[src/logic/sgf_pkg.sv]
/*
 * Package of the switch global forwarding control block: register word
 * indices, field positions, reset values, reserved group codes and the
 * load meter timing. Assumes a 200 MHz core clock and AHB-Lite access
 * with one aligned 32-bit word per register.
 */
package sgf_pkg;

	// Register indices as printed; byte address is four times the index.
	localparam logic [7:0] SGF_IDX_SWITCH_MODE = 8'h20;
	localparam logic [7:0] SGF_IDX_LED_SEQ = 8'h24;
	localparam logic [7:0] SGF_IDX_TREE_STATE = 8'h30;
	localparam logic [7:0] SGF_IDX_LOOKUP_MISS = 8'h3b;
	localparam logic [7:0] SGF_IDX_RES_GROUP = 8'h50;
	localparam logic [7:0] SGF_IDX_LOAD_METER = 8'h51;
	localparam logic [7:0] SGF_IDX_UCAST_MAP = 8'h54;
	localparam logic [7:0] SGF_IDX_MCAST_MAP = 8'h58;
	localparam logic [7:0] SGF_IDX_STATUS = 8'h5c;

	// Switch mode bit positions.
	localparam int SGF_MODE_CBB = 4;
	localparam int SGF_MODE_FAST = 3;
	localparam int SGF_MODE_RETRY = 2;
	localparam int SGF_MODE_FWD = 1;
	localparam int SGF_MODE_MGD = 0;
	// Lookup miss control bit positions.
	localparam int SGF_MISS_MCAST = 7;
	localparam int SGF_MISS_UCAST = 6;
	localparam int SGF_MISS_IPGRP = 0;
	// Reserved group control: learn bit.
	localparam int SGF_RES_LEARN = 7;

	// Reset values of the stored fields, and the flood port map.
	localparam logic [2:0] SGF_RST_MODE_HI = 3'h1;
	localparam logic [15:0] SGF_RST_LED = 16'h0720;
	localparam logic [7:0] SGF_RST_MISS = 8'h01;
	localparam logic [7:0] SGF_RST_RES = 8'h02;
	localparam logic [3:0] SGF_RST_METER = 4'h3;
	localparam logic [16:0] SGF_RST_MAP = 17'h00000;
	localparam logic [16:0] SGF_FLOOD_MAP = 17'h1ffff;

	// Reserved group address prefix and low byte boundaries.
	localparam logic [39:0] SGF_RES_PREFIX = 40'h0180c20000;
	localparam logic [7:0] SGF_RES_BPDU = 8'h00;
	localparam logic [7:0] SGF_RES_R1_LO = 8'h02;
	localparam logic [7:0] SGF_RES_R1_HI = 8'h0f;
	localparam logic [7:0] SGF_RES_SINGLE = 8'h10;
	localparam logic [7:0] SGF_RES_R3_LO = 8'h11;
	localparam logic [7:0] SGF_RES_R3_HI = 8'h1f;
	localparam logic [7:0] SGF_RES_R4_LO = 8'h20;
	localparam logic [7:0] SGF_RES_R4_HI = 8'h2f;

	// Load meter timing: one slot per code step, capped at eight slots.
	localparam int SGF_CLK_KHZ = 200000;
	localparam int SGF_SLOT_MS = 40;
	localparam int SGF_SLOT_CYCLES = SGF_SLOT_MS * SGF_CLK_KHZ;
	localparam logic [3:0] SGF_METER_MAX_CODE = 4'h7;

	// AHB-Lite encodings.
	localparam logic [1:0] SGF_HTRANS_NONSEQ = 2'h2;
	localparam logic [1:0] SGF_HTRANS_SEQ = 2'h3;

endpackage

[src/logic/sgf_global_ctrl.sv]
/*
 * Global forwarding control register set of the switch: switch mode,
 * lamp sequence, lookup miss policy, reserved group controls, miss port
 * maps, tree port state and the load meter tick, with the per-frame
 * forwarding verdict that these settings steer.
 * Assumes a single AHB-Lite master, whole-word transfers, synchronous
 * inputs on ref_clk, and a forwarding strap that is steady at reset.
 */
// Summary of operation
// RL1 - Bypass bit 1 defers to carrier sense.
// RL2 - Release bit picks link-down packet freeing algorithm.
// RL3 - Retry cap off: unlimited half-duplex retries.
// RL4 - Forwarding happens only while forwarding bit set.
// RL5 - Forwarding bit loads strap level at power-on.
// RL6 - Host loads tables before enabling forwarding.
// RL7 - Managed select loads inverted strap at power-on.
// RL8 - Reserved groups handled per managed or unmanaged.
// RL9 - Lamp mode 10:8 resets 111, rate 20h.
// RL10 - Multicast miss: flood, or follow forward rules.
// RL11 - Unicast miss: flood, or follow forward rules.
// RL12 - IP group scheme bit, resets to one.
// RL13 - Learn bit enables learning reserved group sources.
// RL14 - Drop bit 4 covers groups 20 to 2F.
// RL15 - Drop bit 3 covers groups 11 to 1F.
// RL16 - Drop bit 1 covers 02 to 0F, resets one.
// RL17 - Drop bits 2 and 0 cover 10, 00.
// RL18 - Meter code sets period, 40 ms steps, reset 3.
// RL19 - Unicast miss uses unicast miss port map.
// RL20 - Multicast miss uses multicast miss port map.
// RL21 - Tree states ignored in unmanaged mode.
// RL22 - Meter period saturates at 320 ms.
// RL23 - Strap sampled once after reset release.
module sgf_global_ctrl
	import sgf_pkg::*;
#(
	parameter int SLOT_CYCLES = SGF_SLOT_CYCLES
) (
	input wire logic ref_clk,
	input wire logic rst_n,
	input wire logic forwarding_strap,
	input wire logic hsel,
	input wire logic [31:0] haddr,
	input wire logic [1:0] htrans,
	input wire logic hwrite,
	input wire logic [2:0] hsize,
	input wire logic [31:0] hwdata,
	input wire logic hready,
	output logic hreadyout,
	output logic hresp,
	output logic [31:0] hrdata,
	output logic carrier_block_bypass,
	output logic quick_release,
	output logic retry_cap_off,
	output logic forwarding_on,
	output logic managed_select,
	output logic [2:0] lamp_sequence_select,
	output logic [7:0] blink_rate,
	output logic ip_group_scheme_on,
	output logic [2:0] tree_port_state,
	output logic load_meter_tick,
	input wire logic lkp_valid,
	input wire logic [47:0] lkp_dest,
	input wire logic lkp_miss,
	output logic lkp_done,
	output logic lkp_drop,
	output logic [16:0] lkp_port_map,
	output logic lkp_learn,
	output logic lkp_to_mgmt
);

	// Every flip-flop of the block lives in this one record.
	typedef struct packed {
		logic [4:0] mode; // Switch mode bits 4:0.
		logic [15:0] led; // Lamp control word.
		logic [7:0] miss; // Lookup miss control.
		logic [7:0] resv; // Reserved group control.
		logic [3:0] meter; // Load meter period code.
		logic [16:0] umap; // Unicast miss port map.
		logic [16:0] mmap; // Multicast miss port map.
		logic [2:0] tree; // Tree port state as written.
		logic [2:0] tree_vis; // Tree port state as seen outside.
		logic strap_done; // Strap has been taken.
		logic strap_seen; // Strap level as taken.
		logic wr_pend; // Data phase of a write is due.
		logic [7:0] wr_idx; // Word index of that write.
		logic [31:0] rdata; // Read data for the data phase.
		logic [22:0] cyc; // Cycles within the current slot.
		logic [2:0] slot; // Slots elapsed in the period.
		logic tick; // Period end pulse.
		logic done; // Lookup verdict valid pulse.
		logic drop; // Lookup verdict: drop.
		logic [16:0] pmap; // Lookup verdict: port map.
		logic learn; // Lookup verdict: learn source.
		logic mgmt; // Lookup verdict: copy to management.
	} sgf_state_type;

	sgf_state_type st; // Registered state.
	sgf_state_type next_st; // Next state.

	// Bus and lookup address decode wires.
	logic acc; // Valid address phase this cycle.
	logic mapped; // Address is word-aligned and inside the low window.
	logic [7:0] idx; // Word index of the address phase.
	logic [4:0] hit; // Reserved range hits of the lookup address.
	logic is_mcast; // Lookup address is a group address.

	// One-hot reserved range match; bit n pairs with drop bit n.
	function automatic logic [4:0] sgf_res_match(input logic [47:0] da);
		logic [7:0] lo;
		logic pre;
		lo = da[7:0];
		pre = (da[47:8] == SGF_RES_PREFIX);
		sgf_res_match[0] = pre && (lo == SGF_RES_BPDU);
		sgf_res_match[1] = pre && (lo >= SGF_RES_R1_LO) &&
			(lo <= SGF_RES_R1_HI);
		sgf_res_match[2] = pre && (lo == SGF_RES_SINGLE);
		sgf_res_match[3] = pre && (lo >= SGF_RES_R3_LO) &&
			(lo <= SGF_RES_R3_HI);
		sgf_res_match[4] = pre && (lo >= SGF_RES_R4_LO) &&
			(lo <= SGF_RES_R4_HI);
	endfunction

	// Number of slots, minus one, for a meter code; saturates at seven.
	function automatic logic [2:0] sgf_last_slot(input logic [3:0] code);
		if (code > SGF_METER_MAX_CODE) begin
			sgf_last_slot = SGF_METER_MAX_CODE[2:0];
		end else begin
			sgf_last_slot = code[2:0];
		end
	endfunction

	// Address phase and lookup address decode. Only word-aligned addresses in the low window
	// reach a register; the rest read zero and ignore writes.
	assign acc = hsel && hready &&
		((htrans == SGF_HTRANS_NONSEQ) || (htrans == SGF_HTRANS_SEQ));
	assign idx = haddr[9:2];
	assign mapped = (haddr[31:10] == 22'h000000) && (haddr[1:0] == 2'h0);
	assign hit = sgf_res_match(lkp_dest);
	assign is_mcast = lkp_dest[40];

	// Next-state logic for bus, strap, meter and lookup verdict.
	always_comb begin
		next_st = st;
		next_st.tick = 1'b0;
		next_st.done = 1'b0;

		// Writes land in the data phase, using hwdata of that cycle.
		if (st.wr_pend) begin
			case (st.wr_idx)
				SGF_IDX_SWITCH_MODE: begin
					next_st.mode = hwdata[4:0]; // RL1 RL2 RL3
				end
				SGF_IDX_LED_SEQ: begin
					next_st.led = hwdata[15:0]; // RL9
				end
				SGF_IDX_TREE_STATE: begin
					next_st.tree = hwdata[2:0];
				end
				SGF_IDX_LOOKUP_MISS: begin
					next_st.miss = hwdata[7:0]; // RL10 RL11 RL12
				end
				SGF_IDX_RES_GROUP: begin
					next_st.resv = hwdata[7:0]; // RL13
				end
				SGF_IDX_LOAD_METER: begin
					next_st.meter = hwdata[3:0]; // RL18
				end
				SGF_IDX_UCAST_MAP: begin
					next_st.umap = hwdata[16:0];
				end
				SGF_IDX_MCAST_MAP: begin
					next_st.mmap = hwdata[16:0];
				end
				default: begin
					// Unmapped or read-only word: the write is dropped.
				end
			endcase
		end
		next_st.wr_pend = acc && hwrite && mapped;
		next_st.wr_idx = idx;

		// Read data is fetched at the address phase so it stands from
		// flip-flops for the whole data phase.
		if (acc && !hwrite && mapped) begin
			case (idx)
				SGF_IDX_SWITCH_MODE: begin
					next_st.rdata = {27'h0000000, st.mode};
				end
				SGF_IDX_LED_SEQ: begin
					next_st.rdata = {16'h0000, st.led};
				end
				SGF_IDX_TREE_STATE: begin
					next_st.rdata = {29'h00000000, st.tree};
				end
				SGF_IDX_LOOKUP_MISS: begin
					next_st.rdata = {24'h000000, st.miss};
				end
				SGF_IDX_RES_GROUP: begin
					next_st.rdata = {24'h000000, st.resv};
				end
				SGF_IDX_LOAD_METER: begin
					next_st.rdata = {28'h0000000, st.meter};
				end
				SGF_IDX_UCAST_MAP: begin
					next_st.rdata = {15'h0000, st.umap};
				end
				SGF_IDX_MCAST_MAP: begin
					next_st.rdata = {15'h0000, st.mmap};
				end
				SGF_IDX_STATUS: begin
					// Strap level as taken after reset release, and the live meter position.
					next_st.rdata = {26'h0000000, st.slot,
						st.tick, st.strap_done, st.strap_seen};
				end
				default: begin
					next_st.rdata = 32'h00000000;
				end
			endcase
		end else if (acc) begin
			next_st.rdata = 32'h00000000;
		end

		// The strap is taken on the first edge after reset release and
		// never again; it outranks a write landing on that same edge.
		if (!st.strap_done) begin
			next_st.strap_done = 1'b1; // RL23
			next_st.strap_seen = forwarding_strap; // RL23
			next_st.mode[SGF_MODE_FWD] = forwarding_strap; // RL5
			next_st.mode[SGF_MODE_MGD] = !forwarding_strap; // RL7
		end

		// Load meter: count whole slots, end the period after the last.
		// A code lowered to or below the slots already counted ends the period at the end of the current slot.
		if (st.cyc == 23'(SLOT_CYCLES - 1)) begin
			next_st.cyc = 23'h000000;
			if (st.slot >= sgf_last_slot(st.meter)) begin
				next_st.slot = 3'h0; // RL18 RL22
				next_st.tick = 1'b1; // RL18 RL22
			end else begin
				next_st.slot = st.slot + 3'h1;
			end
		end else begin
			next_st.cyc = st.cyc + 23'h000001;
		end

		// Lookup verdict, one cycle after the request.
		if (lkp_valid) begin
			next_st.done = 1'b1;
			next_st.drop = 1'b0;
			next_st.mgmt = 1'b0;
			next_st.pmap = SGF_FLOOD_MAP;
			// Sources of reserved groups are learned only when allowed.
			next_st.learn = (hit == 5'h00) ||
				st.resv[SGF_RES_LEARN]; // RL13
			if (!st.mode[SGF_MODE_FWD]) begin
				next_st.drop = 1'b1; // RL4
				next_st.pmap = SGF_RST_MAP; // RL4
			end else if (hit != 5'h00) begin
				// Managed mode also hands reserved frames that survive
				// the drop controls to the management port.
				next_st.drop = |(hit & st.resv[4:0]); // RL14 RL15 RL16 RL17
				next_st.mgmt = st.mode[SGF_MODE_MGD] &&
					!(|(hit & st.resv[4:0])); // RL8
			end else if (lkp_miss && is_mcast) begin
				if (st.miss[SGF_MISS_MCAST]) begin
					next_st.pmap = st.mmap; // RL10 RL20
				end
			end else if (lkp_miss) begin
				if (st.miss[SGF_MISS_UCAST]) begin
					next_st.pmap = st.umap; // RL11 RL19
				end
			end
		end

		// The visible tree state is registered so that the port comes
		// straight from a flip-flop; it follows the bits landing now.
		next_st.tree_vis = next_st.mode[SGF_MODE_MGD] ?
			next_st.tree : 3'h0; // RL21
	end

	// State register; every field starts from a constant.
	always_ff @(posedge ref_clk or negedge rst_n) begin
		if (!rst_n) begin
			st <= '0;
			st.mode <= {2'h0, SGF_RST_MODE_HI[0], 2'h0}; // RL3
			st.led <= SGF_RST_LED; // RL9
			st.miss <= SGF_RST_MISS; // RL11 RL12
			st.resv <= SGF_RST_RES; // RL16
			st.meter <= SGF_RST_METER; // RL18
			st.umap <= SGF_RST_MAP;
			st.mmap <= SGF_RST_MAP;
		end else begin
			st <= next_st;
		end
	end

	// Zero-wait slave: always ready, always OKAY.
	assign hreadyout = 1'b1;
	assign hresp = 1'b0;
	assign hrdata = st.rdata;

	// Control outputs straight from the stored fields.
	assign carrier_block_bypass = st.mode[SGF_MODE_CBB]; // RL1
	assign quick_release = st.mode[SGF_MODE_FAST]; // RL2
	assign retry_cap_off = st.mode[SGF_MODE_RETRY]; // RL3
	assign forwarding_on = st.mode[SGF_MODE_FWD]; // RL4
	assign managed_select = st.mode[SGF_MODE_MGD]; // RL7
	assign lamp_sequence_select = st.led[10:8]; // RL9
	assign blink_rate = st.led[7:0]; // RL9
	assign ip_group_scheme_on = st.miss[SGF_MISS_IPGRP]; // RL12
	// Unmanaged mode hides the stored state so that writes stay inert.
	assign tree_port_state = st.tree_vis; // RL21
	assign load_meter_tick = st.tick;
	assign lkp_done = st.done;
	assign lkp_drop = st.drop;
	assign lkp_port_map = st.pmap;
	assign lkp_learn = st.learn;
	assign lkp_to_mgmt = st.mgmt;
endmodule

[config.mk]
export PLATFORM = sky130hd
export DESIGN_NAME = sgf_global_ctrl
export DESIGN_NICKNAME = d
export VERILOG_FILES = /design/src/logic/sgf_pkg.sv /design/src/logic/sgf_global_ctrl.sv
export SDC_FILE = /design/constraint.sdc
export NUM_CORES = 1
export LEC_CHECK = 0
export BUFFER_PORTS_ARGS = -buffer_cell sky130_fd_sc_hd__buf_2
export CAP_MARGIN = 20
export CORE_MARGIN = 2
export CORE_UTILIZATION = 45
export CTS_CLUSTER_DIAMETER = 150
export DETAILED_ROUTE_END_ITERATION = 16
export PLACE_DENSITY = 0.7
export SYNTH_ARGS = -nofsm -noshare
export SYNTH_HDL_FRONTEND = slang
export SYNTH_SLANG_ARGS = --single-unit
export TNS_END_PERCENT = 100
[constraint.sdc]
create_clock -name ref_clk -period 2.75 [get_ports ref_clk]
set_input_delay 0.55 -clock ref_clk [delete_from_list [all_inputs] [get_ports ref_clk]]
set_output_delay 0.55 -clock ref_clk [all_outputs]
set_load 0.05 [all_outputs]
# [Word-level counts from Yosys, hierarchy flattened]
# Index checks and enable logic that the tools add are counted.
[word_totals] regBits=172 out_inout_bits=76 word_cells=126 in_bits=125
[classes] order_cmp=8 mux=30 n_addsub=2 eq_ne=24 n_bitwise=1 n_reduce_logical=37
[op_table] op="17-bit one-hot mux with 9 select lines" count=1
[op_table] op="17-bit 2-to-1 mux" count=7
[op_table] op="75-bit 2-to-1 mux" count=1
[op_table] op="8-bit by 7-bit equality test with 1-bit output, second input constant" count=9
[op_table] op="8-bit by 6-bit equality test with 1-bit output, second input constant" count=8
[op_table] op="32-bit 2-to-1 mux" count=2
[op_table] op="40-bit by 33-bit equality test with 1-bit output, second input constant" count=1
[op_table] op="23-bit by 1-bit adder with 23-bit output, second input constant" count=1
[op_table] op="23-bit equality test, second input constant" count=1
[op_table] op="23-bit 2-to-1 mux" count=1
[op_table] op="22-bit logical NOT" count=1
[op_table] op="21-bit 2-to-1 mux" count=1
[op_table] op="18-bit 2-to-1 mux" count=1
[op_table] op="1-bit logical AND" count=17
[op_table] op="16-bit 2-to-1 mux" count=1
[op_table] op="8-bit 2-to-1 mux" count=2
[op_table] op="2-bit AND reduction" count=8
[op_table] op="3-bit 2-to-1 mux" count=5
[op_table] op="8-bit by 5-bit equality test with 1-bit output, second input constant" count=1
[op_table] op="8-bit by 2-bit greater-or-equal comparator with 1-bit output, second input constant" count=1
[op_table] op="8-bit by 5-bit greater-or-equal comparator with 1-bit output, second input constant" count=1
[op_table] op="8-bit by 6-bit greater-or-equal comparator with 1-bit output, second input constant" count=1
[op_table] op="8-bit by 4-bit <= comparator with 1-bit output, second input constant" count=1
[op_table] op="8-bit by 5-bit <= comparator with 1-bit output, second input constant" count=1
[op_table] op="other kinds (19)" count=28

# [Longest topological paths before layout]
# Gate-level depths: netlist of run 1.
[logic_depth] word_depth=10 mapped_depth=8 ltp_nobuf=7

# [Worst setup path before layout of run 1]
# No wires, ideal clock.
[synth_path] path_type="flip-flop to flip-flop" start="register st[88] (netlist name)" end="register st[105] (netlist name)" arrival_time_ns=1.977 path_stages_with_launch=7 setup_ns=0.125 period_less_slack_ns=2.102 t_required_ns=2.625 n_path_buf=2 path_slack_ns=0.648 path_cell_list="dfrtp_1 > nand2_1 > or4b_1 > buf_2 > nor4_4 > buf_6 > mux2_2"
[synth_between] elab_chain_len=1
[synth_rtl] item="start, declared" line_no="sgf_global_ctrl.sv:97" source="sgf_state_type st;"
[synth_rtl] item="start signal, assigned" line_no="sgf_global_ctrl.sv:293" source="st <= next_st;"
[synth_rtl] item="2-bit AND reduction (no source line)"
# Every way passes these cells.
# A chain may end at the register's enable or synchronous reset.

# [Worst setup path in the final report of run 1]
[layout_path] start="register st[88] (netlist name)" end="register st[106] (netlist name)"
# The elaborated chain is that of the path after synthesis.

==> out/qor.yml, run 1 <==
power:
  p_leak_nw: 4.40
  peakVddDrop_v: 0.000430
  powerDensity_nw_per_um2: 583
timing:
  rsz0062_at_grt: "false"
  skew_ns: 0.00813
  maxSlewViolCount: 0
  worst_pin_slew_ns: 0.706
  whs_ns: 0.0964
  setup_viol: 0
  finalCriticalPeriod_ns: 2.20
  hold_violations: 0
  fmax_mhz: 455
  slew_headroom_pct: 52.6
  timing.setup.tns_ns: 0
  timing.final.crit_share_pct: 79.8
  postLayoutSetupSlackWorst_ns: 0.554
clocking:
  root_buffer: "clkbuf_16"
  cts_buffer_depth: 2
  cts_tree: "built"
  h-tree-depth: 4
  cts.repair.resized: 0
  cts_setup_buffers: 0
  cts_made_buffers: 17
  clk_latency_ns: 0.42
  clock_sinks: 157
  ctsHoldBuffers: 0
  clkSlewWorstSetupHoldPaths_ns: 0.06
critical_path:
  cp-start-kind: "flop"
  r2r_slack_ns: 0.55
  cp_num_buf_inv: 1
  crit_arrival_ns: 2.50
  cp_max_fo: 17
  rr_worst_depth: 5
  cp-end-kind: "flop"
  worst_ep_required_time_ns: 3.05
  cp_top_family: "simple AND/OR/NAND/NOR gates"
  startpoint: "st[88]"
  crit_type: "flop to flop"
  cp_cell_sequence: "nand2_1 > or4b_1 > nor4_4 > buf_4 > mux2_2"
  cpPeakStageDelay_ns: 0.63
  endpoint: "st[106]"
  cpMaxStageDelayCell: "or4b_1"
  regToRegStartpoint: "st[88]"
  worstSetupPathDepth: 5
  reg2reg_to: "st[106]"
grt:
  grt.overflow.total: 0
  antenna_found_initial: 0
  grt_pass1_wl_um: 30300
  grt_pass1_vias: 5829
  grtUsageTotal_pct: 21.4
  grt_max_degree: 64
die:
  ioPinCount: 201
  die_w_um: 136
  die_area_um2: 18500
  fp.coreArea_um2: 17200
  initial_core_util_pct: 45.7
  num_rows: 48
  die_y_um: 136
logic_synthesis:
  synthTopCellsByArea: "dfrtp_1, mux2_2, buf_4"
  synth_cell_types: 67
  seq_area_frac_synth_pct: 50.2
  ys.warnings.count: 0
  syn-cell-area_um2: 7860
  postSynthAreaPerCell_um2: 11.0
  synth_top_flop_cell: "dfrtp_1"
  yosys.area.top_type: "dfrtp_1"
  async_reset_ff_share_pct: 100
  synth_edf_count: 0
  netlist_instances: 712
  yosys.area.top_type_share_pct: 47.1
  ys_ff_latch: 157
cells_and_area:
  n_antenna_cell: 0
  nets: 976
  syn2layout_area_growth_pct: 17.5
  drive_above_1_share_pct: 37.5
placement:
  place_worst_setup_slack_ns: 0.172
  numPortBuffers: 164
  hpwl_um: 14200
  gp_congestion: 0.880
status:
  status: "completed"
drt:
  final_antenna_net_count: 0
  drt-total-wl_um: 19200
  drt_iter0_markers: 327
  wl_per_cell_um: 17.7
  routed_via_density: 5.41
  vias: 5866
  post-route-drc-count: 0
  first_pass_iters: 5
flow_run:
  cap_violations: 0
min_path:
  hold_class: "primary input to asynchronous set/reset pin"
## worst min-delay path by stage
stage / from / to / slack [ns] / cells past startpoint
after floorplan: rst_n / blink_rate[0] / 0.25 / 0
after global placement: hrdata[7] / hrdata[7] / 0.46 / 2
after detailed placement: hrdata[13] / hrdata[13] / 0.47 / 2
after CTS: rst_n / st[25] / 0.12 / 1
after global routing: rst_n / st[25] / 0.15 / 1
final: rst_n / st[25] / 0.1 / 1
## report_power, final
part / total (mW) / leakage (nW) / switching (mW) / internal (mW)
registers: 2.42 / 2.03 / 0.0419 / 2.38
logic: 0.576 / 2.08 / 0.418 / 0.158
clock network: 2.39 / 0.289 / 0.916 / 1.47
total: 5.38 / 4.40 / 1.38 / 4.00
## layout make-up
class / instances / area [um2]
Clock buffer: 21 / 460
Fill cell: 1519 / 7950
Timing Repair Buffer: 187 / 1010
Tap cell: 225 / 282
Inverter: 30 / 113
Clock inverter: 11 / 141
Multi-Input combinational cell: 453 / 3280
Sequential cell: 157 / 3940
## layer usage
layer / share of wire [%] / GRT usage, % / routed length (um)
met3: 7.3 / 5.52 / 1410
met4: 1.3 / 5.44 / 242
met1: 44 / 28.8 / 8370
met2: 48 / 34.5 / 9150
met5: 0 / 0 / 0
## stage by stage
step	area, um2	cells	power, mW	utilization, %
6_report	9230	1084	5.38	53.7
5_1_grt	9230	1084	5.56	53.7
4_1_cts	9220	1083	5.42	53.7
3_5_place_dp	8620	1051	3.04	50.2
3_3_place_gp	8620	1051	3.03	50.2
2_1_floorplan	7920	728	2.87	-
## Yosys cell counts, types with 10 or more instances
| master | count |
|---|---|
| nand2_1 | 36 |
| o21ai_0 | 22 |
| buf_4 | 65 |
| clkbuf_1 | 14 |
| nand3_1 | 27 |
| dfrtp_1 | 148 |
| o22ai_1 | 20 |
| a21oi_1 | 14 |
| mux2_2 | 81 |
| nor2_1 | 43 |
| xnor2_1 | 10 |
| o22a_1 | 17 |
| inv_1 | 30 |
| nor4_1 | 15 |
| nor3_1 | 15 |
| a22o_1 | 12 |
## cells in the final DEF (no fill, tap or decap), types with 9 or more instances in the layout
| cell type | synthesis | layout |
|---|---|---|
| a21oi_1 | 14 | 14 |
| a22o_1 | 12 | 12 |
| buf_2 | 7 | 163 |
| buf_4 | 65 | 21 |
| clkbuf_16 | 0 | 17 |
| conb_1 | 2 | 18 |
| dfrtp_1 | 148 | 148 |
| dfstp_2 | 9 | 9 |
| inv_1 | 30 | 30 |
| mux2_2 | 81 | 81 |
| mux2i_1 | 9 | 9 |
| nand2_1 | 36 | 36 |
| nand3_1 | 27 | 27 |
| nor2_1 | 43 | 43 |
| nor3_1 | 15 | 15 |
| nor4_1 | 15 | 15 |
| o21ai_0 | 22 | 22 |
| o22a_1 | 17 | 17 |
| o22ai_1 | 20 | 20 |
| xnor2_1 | 10 | 10 |
## state kept, by name (all words and copies together), names as in the netlist
name / count
lamp_sequence_select: 3
lkp_done: 1
lkp_learn: 1
ip_group_scheme_on: 1
st: 98
blink_rate: 8
lkp_port_map: 17
carrier_block_bypass: 1
lkp_drop: 1
hrdata: 17
lkp_to_mgmt: 1
quick_release: 1
retry_cap_off: 1
tree_port_state: 3
forwarding_on: 1
managed_select: 1
load_meter_tick: 1
## logic make-up after synthesis
logic type	share of synthesized area (%)
AOI/OAI and AO/OA	10.6
and+or+nand+nor	14.3
buffers and inverters	8.95
adders and majority gates	0.796
muxes	13.2
DFF	50.2
xor gates and xnor gates	2.01
other	0.0956
(Power assumes the default switching activity.)
==> inputs of run 2 (changes only) <==
PLACE_DENSITY = 0.72   (was 0.7)
clock period = 2 ns   (was 2.75 ns; I/O delays follow)
==> run 2 against run 1 <==
Compared with the run above:
- setup slack worse by 0.47 ns
- register-to-register slack got worse by 0.47 ns
- clock skew hardly changed
- combinational power rose by 41%
- utilization increased by 1.8 points
- maximum frequency is 15% higher
- routed wire length up 2.0%
- count of clock-buffer cells in the layout up 5
- largest power group is now the clock network
- highest routed layer unchanged
==> out/qor.yml, run 2 (same netlist as run 1, synthesis figures left out) <==
power:
  peakVddDrop_v: 0.000646  # +50%
  pwr-share-clk_pct: 44.9  # +0.6 points
  p_sw_share_pct: 25.0  # -0.56 points
  p_comb_share_pct: 10.8  # about the same
  internal-power_mw: 5.63  # +41%
  p_leak_nw: 4.56  # +3.6%
  power_frac_seq_pct: 44.3  # -0.6 points
  powerDensity_nw_per_um2: 787  # +35%
  p_sw_mw: 1.88  # +37%
drt:
  wl_per_cell_um: 17.7  # -0.12%
  drt-total-wl_um: 19600  # +2.0%
  first_pass_iters: 5  # unchanged
  final_antenna_net_count: 0  # unchanged
  vias: 5989  # +2.1%
  routed_via_density: 5.41  # about the same
  drt_iter0_markers: 455  # +39%
  post-route-drc-count: 0  # unchanged
cells_and_area:
  n_antenna_cell: 0  # unchanged
  fillerInstances: 1494  # -1.6%
  largest_register_ff_count: 98  # unchanged
  final_area_um2: 9540  # +3.3%
  regMostFlops: "st"
  nets: 999  # +2.4%
  syn2layout_area_growth_pct: 21.4
  layout_commonest_cell: "buf_2"
  drive_above_1_share_pct: 39.2  # +1.7 points
  final_cell_mix: "buf_2, dfrtp_1, mux2_2"
  final_cells: 1107  # +2.1%
die:
  ioPinCount: 201  # unchanged
  num_rows: 48  # unchanged
  fp.coreArea_um2: 17200  # unchanged
  die_w_um: 136  # unchanged
  die_y_um: 136  # unchanged
  initial_core_util_pct: 45.7  # unchanged
  die_area_um2: 18500  # unchanged
clocking:
  clk_latency_ns: 0.42  # about the same
  cts_tree: "built"
  clkSlewWorstSetupHoldPaths_ns: 0.06  # about the same
  cts_buffer_depth: 2  # unchanged
  cts_setup_buffers: 0  # unchanged
  cts_made_buffers: 17  # unchanged
  h-tree-depth: 4  # unchanged
  clock_sinks: 157  # unchanged
  root_buffer: "clkbuf_16"
grt:
  grt_pass1_wl_um: 31200  # +2.7%
  grtUsageTotal_pct: 21.9  # +0.58 points
  grt.overflow.total: 0  # unchanged
  grt_pass1_vias: 5911  # +1.4%
  antenna_found_initial: 0  # unchanged
  grt_max_degree: 48  # -25%
critical_path:
  worst_ep_required_time_ns: 2.30  # -0.75 ns
  regToRegStartpoint: "st[80]"
  crit_arrival_ns: 2.22  # -0.28 ns
  cp_cell_sequence: "nor3_2 > nand2_1 > or4b_1 > buf_4 > mux2_2"
  cpMaxStageDelayCell: "or4b_1"
  cp-start-kind: "flop"
  cp-end-kind: "flop"
  cp_max_fo: 16  # -1
  startpoint: "st[80]"
  crit_type: "flop to flop"
  cpPeakStageDelay_ns: 0.47  # -0.16 ns
flow_run:
  cap_violations: 0  # unchanged
placement:
  dpl_cell_area_um2: 8880  # +3.0%
  hpwl_um: 14500  # +1.8%
  gp_congestion: 0.863  # -1.9%
  numPortBuffers: 164  # unchanged
  dpl.cell_count: 1074  # +2.2%
timing:
  setup_viol: 0  # unchanged
  fmax_mhz: 523  # +15%
  hold_violations: 0  # unchanged
  maxSlewViolCount: 0  # unchanged
  skew_ns: 0.00811  # -0.0000150 ns
  timing.final.crit_share_pct: 95.7  # +16 points
  finalCriticalPeriod_ns: 1.91  # -0.282 ns
min_path:
  hp-start: "haddr[9]"
  hold_class: "primary input to flop"
status:
  status: "completed"
-- run 2: changes by cell type in the layout (fill, tap and decap cells not counted), moves of 2 or more --
cell / delta
clkbuf_1: +2
buf_4: +16
clkbuf_8: +3
clkinvlp_4: -3
nor3_1: -2
clkinv_2: -2
buf_12: +7
nor3_2: +2
-- run 2: path summary, 6_finish.rpt --
check	end	slack, ns	depth (start not counted)
min	st[87]	0.17	1
min in group asynchronous	blink_rate[0]	0.47	2
max	st[165]	0.09	5
max reg2reg	st[165]	0.09	5
max in group asynchronous	retry_cap_off	0.88	3
min reg2reg	hrdata[11]	0.47	2
-- run 2: metal layers --
| metal | up-vias | track usage, % | part of all wire [%] |
|---|---|---|---|
| li1 | 2818 | - | - |
| met1 | 2928 | 29.9 | 44 |
| met2 | 222 | 35.6 | 48 |
| met3 | 21 | 4.47 | 6.7 |
| met4 | 0 | 6.25 | 1.4 |
| met5 | - | 0 | 0 |
-- run 2: area by class of cell --
class | instances | area (um2) | area share, %
inverters | 30 | 113 | 1.18
clock inverters | 6 | 109 | 1.14
well taps | 225 | 282 | 2.95
multi-input cells | 453 | 3310 | 34.7
repair buffers | 210 | 1270 | 13.4
flip-flops and latches | 157 | 3940 | 41.3
clock buffers | 26 | 509 | 5.34
-- run 2: what timing repair did --
action,CTS,global route
setup endpoints to repair,1,42
endpoints found under the hold margin,33,0
resized for setup,1,4
pin swaps,0,0
hold buffers,1,0
-- run 2: power groups by stage --
stage | combinational (mW) | clock [mW] | sequential, mW
final | 0.811 | 3.37 | 3.33
after global routing | 0.874 | 3.55 | 3.34
after CTS | 0.818 | 3.43 | 3.33
after detailed placement | 0.814 | 0 | 3.38
after global placement | 0.805 | 0 | 3.38
after floorplan | 0.539 | 0 | 3.40
-- run 2: worst max-delay path: cells and delay by family (launching register included) --
kind | cells | cell delay (ns)
buffers and inverters | 1 | 0.24
AND/OR/NAND/NOR | 3 | 0.80
multiplexers | 1 | 0.31
flip-flops | 1 | 0.44
-- run 2: through the flow --
step	hold slack [ns]	utilization, %	setup WS, ns	power [mW]	setup TNS, ns
2_1_floorplan	0.104	-	-0.0275	3.94	-0.329
3_3_place_gp	0.349	51.7	-0.0103	4.18	-0.0211
3_5_place_dp	0.347	51.7	-0.0774	4.19	-0.664
4_1_cts	0.157	55.4	0.000211	7.57	0
5_1_grt	0.169	55.5	-0.00636	7.76	-0.0118
6_report	0.174	55.5	0.0862	7.51	0
